**src/dsc_pkg.sv**
```systemverilog
package dsc_pkg;
	// Word layout
	localparam int WORD_BITS = 24;
	localparam int CMD_MSB = 23;
	localparam int CMD_LSB = 20;
	localparam int ADDR_MSB = 19;
	localparam int ADDR_LSB = 16;
	localparam int DATA_MSB = 15;
	localparam int DATA_BITS = 16;
	// Reset values
	localparam logic [15:0] CODE_RESET = 16'h0000;
	localparam logic [23:0] SHIFT_RESET = 24'h000000;
	// Command codes
	localparam logic [3:0] CMD_WRITE = 4'h0;
	localparam logic [3:0] CMD_UPDATE = 4'h1;
	localparam logic [3:0] CMD_WRITE_UPDATE_ALL = 4'h2;
	localparam logic [3:0] CMD_WRITE_UPDATE = 4'h3;
	localparam logic [3:0] CMD_POWER_DOWN = 4'h4;
	localparam logic [3:0] CMD_NOP = 4'hf;
	// Channel address codes
	localparam logic [3:0] ADDR_CH_A = 4'h0;
	localparam logic [3:0] ADDR_CH_B = 4'h1;
	localparam logic [3:0] ADDR_ALL = 4'hf;
	// Link states, Gray coded
	typedef enum logic [1:0] {
		LINK_IDLE = 2'b00,
		LINK_SHIFT = 2'b01,
		LINK_EXEC = 2'b11
	} dsc_link_t;
endpackage

```
**src/dsc_word_if.sv**
```systemverilog
`timescale 1ns/1ps
// Decoded word handed from the link to the register logic
interface dsc_word_if;
	logic execute;
	logic [3:0] commandField;
	logic [3:0] channelAddressField;
	logic [15:0] dataWord;
	modport link (output execute, output commandField, output channelAddressField,
		output dataWord);
	modport regs (input execute, input commandField, input channelAddressField,
		input dataWord);
endinterface

```
**src/dsc_dual_dac_port.sv**
```systemverilog
`timescale 1ns/1ps
// Summary of operation
// - Bits shift in only while the select line is low.
// - Rising select line ends the frame and runs the command if at least 24 bits came in.
// - Data sampled on rising serial clock edges only.
// - Word is taken from the last 24 rising edges before select rises.
// - Frames of 24 or 32 bits accepted; 8 leading bits ignored.
// - Command, then address, then 16-bit data, each MSB first.
// - Address 0 is A, 1 is B, F both; others reserved.
// - Data is left-justified; all 16 bits kept.
// - Command 0 writes input register only.
// - Command 1 copies input to converter register and powers up.
// - Command 2 writes input then updates and powers up all channels.
// - Command 3 writes and updates the addressed channel.
// - Host also sends reserved commands (command 5); reserved ones do nothing.
// - Write moves the 16-bit data word into the input register.
// - Update copies input register to the active converter code.
// - Update clears the channel's power-down state.
// - Reset gives zero converter codes on both channels.
// - Power-down ignores data and only powers channels down.
// - Powered-down channels keep register contents.
module dsc_dual_dac_port
	import dsc_pkg::*;
(
	input wire logic clk,
	input wire logic rst,
	input wire logic selectLoadN,
	input wire logic serialClock,
	input wire logic serialData,
	output logic [15:0] codeA,
	output logic [15:0] codeB,
	output logic powerDownA,
	output logic powerDownB
);
	dsc_word_if word();
	logic [15:0] inputA;
	logic [15:0] inputB;
	logic selA;
	logic selB;
	logic doWrite;
	logic updAddr;
	logic updAll;
	logic doPowerDown;
	logic next_updA;
	logic next_updB;

	dsc_serial_link link (
		.clk(clk),
		.rst(rst),
		.selectLoadN(selectLoadN),
		.serialClock(serialClock),
		.serialData(serialData),
		.word(word)
	);

	// Channel decode
	always_comb begin
		selA = 1'b0;
		selB = 1'b0;
		case (word.channelAddressField)
			ADDR_CH_A: selA = 1'b1;
			ADDR_CH_B: selB = 1'b1;
			ADDR_ALL: begin
				selA = 1'b1;
				selB = 1'b1;
			end
			default: begin
				selA = 1'b0;
				selB = 1'b0;
			end
		endcase
	end

	// Command decode; reserved and no-op codes leave everything alone
	always_comb begin
		doWrite = 1'b0;
		updAddr = 1'b0;
		updAll = 1'b0;
		doPowerDown = 1'b0;
		case (word.commandField)
			CMD_WRITE: doWrite = 1'b1;
			CMD_UPDATE: updAddr = 1'b1;
			CMD_WRITE_UPDATE_ALL: begin
				doWrite = 1'b1;
				updAll = 1'b1;
			end
			CMD_WRITE_UPDATE: begin
				doWrite = 1'b1;
				updAddr = 1'b1;
			end
			CMD_POWER_DOWN: doPowerDown = 1'b1;
			default: doWrite = 1'b0;
		endcase
	end

	assign next_updA = word.execute & (updAll | (updAddr & selA));
	assign next_updB = word.execute & (updAll | (updAddr & selB));

	// Input registers
	always_ff @(posedge clk) begin
		if (rst) begin
			inputA <= CODE_RESET;
			inputB <= CODE_RESET;
		end else if (word.execute && doWrite) begin
			if (selA) inputA <= word.dataWord;
			if (selB) inputB <= word.dataWord;
		end
	end

	// Converter registers; a write-and-update takes the new word at once
	always_ff @(posedge clk) begin
		if (rst) begin
			codeA <= CODE_RESET;
			codeB <= CODE_RESET;
		end else begin
			if (next_updA) codeA <= (doWrite && selA) ? word.dataWord : inputA;
			if (next_updB) codeB <= (doWrite && selB) ? word.dataWord : inputB;
		end
	end

	// Power-down flags; setting a flag leaves the registers untouched
	always_ff @(posedge clk) begin
		if (rst) begin
			powerDownA <= 1'b0;
			powerDownB <= 1'b0;
		end else if (word.execute) begin
			if (doPowerDown && selA) powerDownA <= 1'b1;
			else if (next_updA) powerDownA <= 1'b0;
			if (doPowerDown && selB) powerDownB <= 1'b1;
			else if (next_updB) powerDownB <= 1'b0;
		end
	end
endmodule // dsc_dual_dac_port

```
**src/dsc_serial_link.sv**
```systemverilog
`timescale 1ns/1ps
module dsc_serial_link
	import dsc_pkg::*;
(
	input wire logic clk,
	input wire logic rst,
	input wire logic selectLoadN,
	input wire logic serialClock,
	input wire logic serialData,
	dsc_word_if.link word
);
	logic [2:0] selSync;
	logic [2:0] sckSync;
	logic [1:0] sdiSync;
	logic [23:0] shiftReg;
	logic [5:0] bitCount;
	dsc_link_t state;
	logic sckRise;
	logic selRise;
	logic selLow;

	// Two-flop synchronisers plus one delay stage for edge finding
	always_ff @(posedge clk) begin
		if (rst) begin
			selSync <= 3'h7;
			sckSync <= 3'h0;
			sdiSync <= 2'h0;
		end else begin
			selSync <= {selSync[1:0], selectLoadN};
			sckSync <= {sckSync[1:0], serialClock};
			sdiSync <= {sdiSync[0], serialData};
		end
	end

	assign selLow = ~selSync[1];
	assign sckRise = sckSync[1] & ~sckSync[2];
	assign selRise = selSync[1] & ~selSync[2];

	// Frame state
	always_ff @(posedge clk) begin
		if (rst) begin
			state <= LINK_IDLE;
		end else begin
			case (state)
				LINK_IDLE: if (selLow) state <= LINK_SHIFT;
				LINK_SHIFT: if (selRise) state <= LINK_EXEC;
				LINK_EXEC: state <= LINK_IDLE;
				default: state <= LINK_IDLE;
			endcase
		end
	end

	// Shift in while selected; the last 24 bits stay, earlier padding falls off
	always_ff @(posedge clk) begin
		if (rst) begin
			shiftReg <= SHIFT_RESET;
			bitCount <= 6'h00;
		end else if (state == LINK_IDLE) begin
			bitCount <= 6'h00;
		end else if (selLow && sckRise) begin
			shiftReg <= {shiftReg[22:0], sdiSync[1]};
			if (bitCount != 6'h3f) bitCount <= bitCount + 6'h01;
		end
	end

	// Word outputs; short frames are dropped, 24 or more accepted
	always_ff @(posedge clk) begin
		if (rst) begin
			word.execute <= 1'b0;
			word.commandField <= CMD_NOP;
			word.channelAddressField <= ADDR_CH_A;
			word.dataWord <= CODE_RESET;
		end else begin
			word.execute <= 1'b0;
			if (state == LINK_SHIFT && selRise && bitCount >= 6'(WORD_BITS)) begin
				word.execute <= 1'b1;
				word.commandField <= shiftReg[CMD_MSB:CMD_LSB];
				word.channelAddressField <= shiftReg[ADDR_MSB:ADDR_LSB];
				word.dataWord <= shiftReg[DATA_MSB:0];
			end
		end
	end
endmodule // dsc_serial_link

```
**config.mk**
```make
export PLATFORM = sky130hd
export DESIGN_NAME = dsc_dual_dac_port
export DESIGN_NICKNAME = d
export VERILOG_FILES = /design/src/dsc_pkg.sv /design/src/dsc_word_if.sv /design/src/dsc_dual_dac_port.sv /design/src/dsc_serial_link.sv
export SDC_FILE = /design/constraint.sdc
export NUM_CORES = 1
export LEC_CHECK = 0
export ABC_AREA = 1
export BUFFER_PORTS_ARGS = -buffer_cell sky130_fd_sc_hd__buf_2
export CAP_MARGIN = 20
export CORE_MARGIN = 3
export CORE_UTILIZATION = 45
export DETAILED_ROUTE_END_ITERATION = 8
export GPL_TIMING_DRIVEN = 0
export HOLD_SLACK_MARGIN = 0.03
export PLACE_DENSITY_LB_ADDON = 0.3
export SYNTH_ARGS = -nofsm -noshare
export SYNTH_HDL_FRONTEND = slang
export SYNTH_SLANG_ARGS = --single-unit
```
**constraint.sdc**
```tcl
create_clock -name clk -period 1.9 [get_ports clk]
set_input_delay 0.38 -clock clk [delete_from_list [all_inputs] [get_ports clk]]
set_output_delay 0.38 -clock clk [all_outputs]
set_load 0.05 [all_outputs]
```
==> flow_metrics.env, run 1 <==
export IMPL_cap_violations=0
export IMPL_timing_fmax_mhz=609
export IMPL_hold_class="primary input to flop"
export IMPL_syn_cell_area_um2=5280
export IMPL_area_delta_synth_final_pct=17.8
export IMPL_grt_max_degree=17
export IMPL_synth_edf_count=0
export IMPL_worstSetupEndpointType="flop"
export IMPL_dieArea_um2=13100
export IMPL_grt_pass1_vias=4470
export IMPL_use_met1=0.238
export IMPL_cts_tree="yes"
export IMPL_synth_top_area_frac=0.496
export IMPL_drv_slew=0
export IMPL_ant_nets=0
export IMPL_fin_cells=948
export IMPL_core_area_um2=11200
export IMPL_routed_wl_mm=12.5
export IMPL_busiest_layer="met2"
export IMPL_p_leak_uw=0.00270
export IMPL_vias=4731
export IMPL_synth_area_leaders="dfxtp_1 50%, nor2_1 13%, nand2_1 10%, o21ai_0 7.4%, inv_1 4.8%"
export IMPL_tightest_slew_ns=0.521
export IMPL_gp_congestion=0.904
export IMPL_first_pass_iters=8
export IMPL_n_antenna_cell=0
export IMPL_synth_most_common_cell="nor2_1"
export IMPL_yosysWarnings=0
export IMPL_period_needed_ns=1.64
export IMPL_port_buffers=37
export IMPL_ys_seq_area_frac=0.496
export IMPL_outcome="complete, no violations"
export IMPL_hold_violations=0
export IMPL_drcViolationCount=0
export IMPL_fin_skew_ns=0.00644
export IMPL_synth_avg_cell_area_um2=7.14
export IMPL_pin_count=39
export IMPL_hpwl_mm=9.17
export IMPL_fin_tns_setup_ns=0
export IMPL_die_h_um=114
export IMPL_cts_resized=0
export IMPL_drive_gt1_frac=0.140
export IMPL_reg2reg_slack_ns=0.26
export IMPL_ys_top_cells_by_count="180 x nor2_1, 141 x nand2_1, 131 x dfxtp_1, 78 x o21ai_0, 67 x inv_1"
export IMPL_ff2ff_path_depth=9
export IMPL_ys_flop_type="dfxtp_1"
export IMPL_antenna_found_initial=0
export IMPL_synth_nets=747
export IMPL_crit_end="codeB[14]$_SDFFE_PP0P_"
export IMPL_path_class="flop to flop"
export IMPL_fin_nets=803
export IMPL_synth_largest_area_cell="dfxtp_1"
export IMPL_post_cts_buffers=0
export IMPL_netlist_cell_type_count=28
export IMPL_startpoint="link.word.channelAddressField[0]$_SDFFE_PP0P_"
export IMPL_hold_buffers=0
export IMPL_clk_path_buf_depth=2
export IMPL_clock_sinks=131
export IMPL_wire_per_inst_um=13.2
export IMPL_die_width_um=114
export IMPL_use_met3=0.0560
export IMPL_clock_latency_ns=0.42
export IMPL_cp_max_fo=10
export IMPL_via_per_inst=4.99
export IMPL_ir_drop_mv=1.00
export IMPL_grt_pass1_wl_mm=20.8
export IMPL_dp_cells=917
export IMPL_grt_setup_unrepaired="false"
export IMPL_synthArstFlopShare=0
export IMPL_grt_usage=0.203
export IMPL_cp_start_kind="flop"
export IMPL_cts_buffers=17
export IMPL_clockRootBuffer="clkbuf_16"
export IMPL_slew_headroom=0.653
export IMPL_overflow=0
export IMPL_syn_inst=740
export IMPL_power_density_nw_per_um2=970
export IMPL_use_met2=0.346
export IMPL_start_util=0.473
export IMPL_arrival_ns=1.99
export IMPL_htreeDepth=4
export IMPL_dr_first_iter_drc_count=341
export IMPL_r2r_end="codeB[14]$_SDFFE_PP0P_"
export IMPL_num_rows=38
export IMPL_cp_required_ns=2.25
export IMPL_ys_ff_latch=131
export IMPL_clk_pin_slew_ns=0.06
export IMPL_rr_startpoint="link.word.channelAddressField[0]$_SDFFE_PP0P_"
export IMPL_fin_crit_sh=0.864
export IMPL_setup_violations=0
## layer usage
layer  routed length [um]  share of wire
met1                 5310           0.42
met2                 6190           0.49
met3                  642          0.051
met4                  363          0.029
met5                    0              0
## power breakdown
group | leakage, uW | internal (uW) | switching [uW] | total (uW)
sequential | 0.00106 | 2760 | 4.18 | 2760
clock | 0.000259 | 1950 | 1210 | 3170
combinational | 0.00139 | 30.4 | 78.9 | 109
## kinds of logic (layout without fill, tap and decap cells)
family,Yosys count,count (layout),synth area share
XOR/XNOR,1,1,0.00166
buffers and inverters,115,183,0.0971
flip-flops,131,131,0.496
AO/OA/AOI/OAI,137,137,0.130
AND/OR/NAND/NOR,354,354,0.270
adder cells (fa/ha/maj),2,2,0.00474
## layout make-up
cell class / instances / area [um^2]
sequential: 131 / 2620
inverter: 75 / 284
buffer: 40 / 229
clock inverter: 12 / 135
multi-input combinational: 494 / 2150
fill: 1046 / 4950
tap: 140 / 175
clock buffer: 19 / 443
timing repair buffer: 37 / 185
## state kept, by name, summed over array words and instances, names as in the netlist, 3 cells and up
signal	count
link.word.dataWord	16
codeB	16
link.word.commandField	4
link.sckSync	3
inputA	16
inputB	16
link.selSync	3
link.shiftReg	24
link.bitCount	6
link.word.channelAddressField	4
codeA	16
## metrics by stage
stage	instance area, um^2	setup slack (ns)	total power, uW	hold WS (ns)	utilization
finish	6220	0.258	6040	0.151	0.557
CTS	6220	0.278	6060	0.137	0.557
floorplan	5280	0.630	2890	0.388	-
global placement	5640	0.297	2930	0.394	0.505
global route	6220	0.175	6230	0.135	0.557
detailed placement	5640	0.272	2930	0.397	0.505
## critical path, stage by stage (launching register included)
cell and delay [ns]:
dfxtp_1 0.37, inv_1 0.08, nor2_1 0.09, nand2_1 0.09, nand2_2 0.12, nand2_2 0.11
buf_2 0.21, o21ai_0 0.31, nor2_1 0.08, nor2_1 0.12
## worst min-delay path by stage
stage                                from                          to  cells after the start
6_report                      selectLoadN  link.selSync[0]$_SDFF_PP1_                      2
5_1_grt                       selectLoadN  link.selSync[0]$_SDFF_PP1_                      2
4_1_cts                       selectLoadN  link.selSync[0]$_SDFF_PP1_                      2
3_5_place_dp   link.sdiSync[0]$_SDFF_PP0_  link.sdiSync[1]$_SDFF_PP0_                      2
3_3_place_gp   link.sckSync[0]$_SDFF_PP0_  link.sckSync[1]$_SDFF_PP0_                      2
2_1_floorplan  link.sckSync[0]$_SDFF_PP0_  link.sckSync[1]$_SDFF_PP0_                      2
## cell usage in the layout (no fill, tap or decap), drive strengths merged
cell type / count
inv: 73
nand2: 149
o21ai: 108
ha: 2
nor2: 183
nand3: 13
a21oi: 28
nand3b: 1
nor4: 1
o211ai: 1
clkbuf: 35
clkinv: 5
or2: 2
nor3: 3
dfxtp: 131
bufinv: 2
nand4: 2
xor2: 1
buf: 61
clkinvlp: 7
No activity file was read; power rests on OpenSTA's default activity.
==> run 2, diff against run 1 <==
--- a/config.mk
+++ b/config.mk
@@ -7,3 +7,2 @@
 export LEC_CHECK = 0
-export ABC_AREA = 1
 export BUFFER_PORTS_ARGS = -buffer_cell sky130_fd_sc_hd__buf_2
==> constraint.sdc (replaced) <==
create_clock -name clk -period 1.9 [get_ports clk]
set_input_delay 0.285 -clock clk [delete_from_list [all_inputs] [get_ports clk]]
set_output_delay 0.285 -clock clk [all_outputs]
set_load 0.05 [all_outputs]
==> flow_metrics.env, run 2 <==
export IMPL_switching_share=0.227
export IMPL_drcViolationCount=0
export IMPL_outcome="complete, no violations"
export IMPL_routed_wl_mm=11.7
export IMPL_fin_tns_setup_ns=0
export IMPL_fin_skew_ns=0.00834
export IMPL_vias=4058
export IMPL_pre_cts_slack_ns=-0.185
export IMPL_top_register="link.shiftReg"
export IMPL_drv_slew=0
export IMPL_gp_congestion=0.808
export IMPL_antenna_found_initial=0
export IMPL_worstSetupEndpointType="flop"
export IMPL_synth_nets=560
export IMPL_core_area_um2=11100
export IMPL_synth_avg_cell_area_um2=9.48
export IMPL_cap_violations=0
export IMPL_finalPower_uw=5960
export IMPL_cp_max_fo=16
export IMPL_post_dp_cell_area_um2=5600
export IMPL_layout_commonest_cell="dfxtp_1"
export IMPL_p_sw_uw=1350
export IMPL_ant_nets=0
export IMPL_ys_flop_type="dfxtp_1"
export IMPL_die_h_um=114
export IMPL_clk_path_buf_depth=2
export IMPL_cts_buffers=17
export IMPL_ys_seq_area_frac=0.500
export IMPL_power_density_nw_per_um2=942
export IMPL_timing_fmax_mhz=546
export IMPL_overflow=0
export IMPL_grt_pass1_vias=4016
export IMPL_area_delta_synth_final_pct=20.6
export IMPL_pwr_share_seq=0.463
export IMPL_syn_cell_area_um2=5240
export IMPL_setup_ws_ns=0.0695
export IMPL_p_int_uw=4600
export IMPL_grt_pass1_wl_mm=19.6
export IMPL_cts_tree="yes"
export IMPL_synthArstFlopShare=0
export IMPL_mostFrequentLayoutCells="127 x dfxtp_1, 99 x nand2_1, 66 x a21oi_1"
export IMPL_dr_first_iter_drc_count=173
export IMPL_synth_edf_count=0
export IMPL_n_antenna_cell=0
export IMPL_grt_usage=0.189
export IMPL_die_width_um=114
export IMPL_cp_required_ns=2.16
export IMPL_path_class="flop to flop"
export IMPL_hold_buffers=0
export IMPL_clockRootBuffer="clkbuf_16"
export IMPL_period_needed_ns=1.83
export IMPL_largest_reg_flops=24
export IMPL_synth_largest_area_cell="dfxtp_1"
export IMPL_synth_top_area_frac=0.500
export IMPL_wire_per_inst_um=15.3
export IMPL_clock_sinks=131
export IMPL_hold_violations=0
export IMPL_hpwl_mm=8.20
export IMPL_start_util=0.471
export IMPL_syn_inst=553
export IMPL_setup_violations=0
export IMPL_arrival_ns=2.09
export IMPL_first_pass_iters=4
export IMPL_fin_nets=621
export IMPL_netlist_cell_type_count=43
export IMPL_num_rows=38
export IMPL_power_frac_comb=0.013
export IMPL_synth_most_common_cell="dfxtp_1"
export IMPL_ys_top_cells_by_count="131 x dfxtp_1, 99 x nand2_1, 66 x a21oi_1, 64 x mux2i_1, 38 x nor2_1"
export IMPL_clk_pin_slew_ns=0.06
export IMPL_ir_drop_mv=0.576
export IMPL_htreeDepth=4
export IMPL_pin_count=39
export IMPL_slew_headroom=0.511
export IMPL_dieArea_um2=13000
export IMPL_synth_area_leaders="dfxtp_1 50%, mux2i_1 12%, nand2_1 7.1%, a21oi_1 6.3%, a211oi_2 4.8%"
export IMPL_n_fill_cell=971
export IMPL_clock_latency_ns=0.41
export IMPL_clock_power_share=0.524
export IMPL_final_area_um2=6320
export IMPL_hold_class="primary input to flop"
export IMPL_ys_ff_latch=131
export IMPL_port_buffers=37
export IMPL_cp_start_kind="flop"
export IMPL_tightest_slew_ns=0.734
export IMPL_via_per_inst=5.29
export IMPL_fin_crit_sh=0.963
export IMPL_grt_max_degree=17
export IMPL_drive_gt1_frac=0.214
export IMPL_yosysWarnings=0
export IMPL_p_leak_uw=0.00257
-- run 2: metrics by stage --
| stage | cells | hold slack [ns] | utilization |
|---|---|---|---|
| 2_1_floorplan | 553 | 0.389 | - |
| 3_3_place_gp | 730 | 0.392 | 0.503 |
| 3_5_place_dp | 730 | 0.396 | 0.503 |
| 4_1_cts | 761 | 0.0447 | 0.561 |
| 5_1_grt | 767 | 0.0619 | 0.568 |
| 6_report | 767 | 0.0589 | 0.568 |
-- run 2: path summary, 6_finish.rpt --
path,from,endpoint,slack [ns],cells after the start
worst max-delay path,link.word.channelAddressField[0]$_SDFFE_PP0P_,codeB[7]$_SDFFE_PP0P_,0.07,5
worst min-delay path,selectLoadN,link.selSync[0]$_SDFF_PP1_,0.06,2
worst max register to register,link.word.channelAddressField[0]$_SDFFE_PP0P_,codeB[7]$_SDFFE_PP0P_,0.07,5
worst min register to register,link.selSync[0]$_SDFF_PP1_,link.selSync[1]$_SDFF_PP1_,0.41,1
-- run 2: layout make-up --
type	instances	area (um^2)	area share
plain buffers	39	236	0.0374
clock buffers	17	425	0.0673
clock inverters	15	148	0.0234
inverters	7	26.3	0.00416
multi-input cells	373	2420	0.383
flip-flops and latches	131	2630	0.416
well taps	140	175	0.0277
repair buffers	45	258	0.0408
-- run 2: repair_timing --
item | CTS | global route
resized for setup | 18 | 14
setup endpoints to repair | 48 | 45
setup buffers | 1 | 7
hold endpoints to repair | 0 | 0
pin swaps | 1 | 1
-- run 2: critical path, cell delays in order (launching register included) --
cell,delay [ns]
dfxtp_1,0.41
and4_4,0.35
o211a_1,0.18
buf_4,0.31
mux2i_1,0.32
a211oi_2,0.11
-- run 2: cells by family (layout without fill, tap and decap cells) --
family	count (synthesis)	after routing	synth area share
compound gates	116	116	0.159
simple gates	189	189	0.163
fa+ha+maj	2	2	0.00477
flops	131	131	0.500
mux	64	64	0.122
buf+inv	49	123	0.0477
xor+xnor	2	2	0.00334
-- run 2: layer usage --
layer | part of all wire | routed length, um | track usage
met1 | 0.45 | 5240 | 0.236
met2 | 0.49 | 5720 | 0.317
met3 | 0.042 | 498 | 0.0467
met4 | 0.024 | 281 | 0.0681
met5 | 0 | 0 | 0
-- run 2: power groups by stage --
stage	Sequential (uW)	Clock [uW]	Combinational, uW
final	2760	3120	76.1
after global routing	2760	3290	84.9
after CTS	2760	3180	77.2
after detailed placement	2820	0	77.2
after global placement	2820	0	74.6
after floorplan	2820	0	50.2
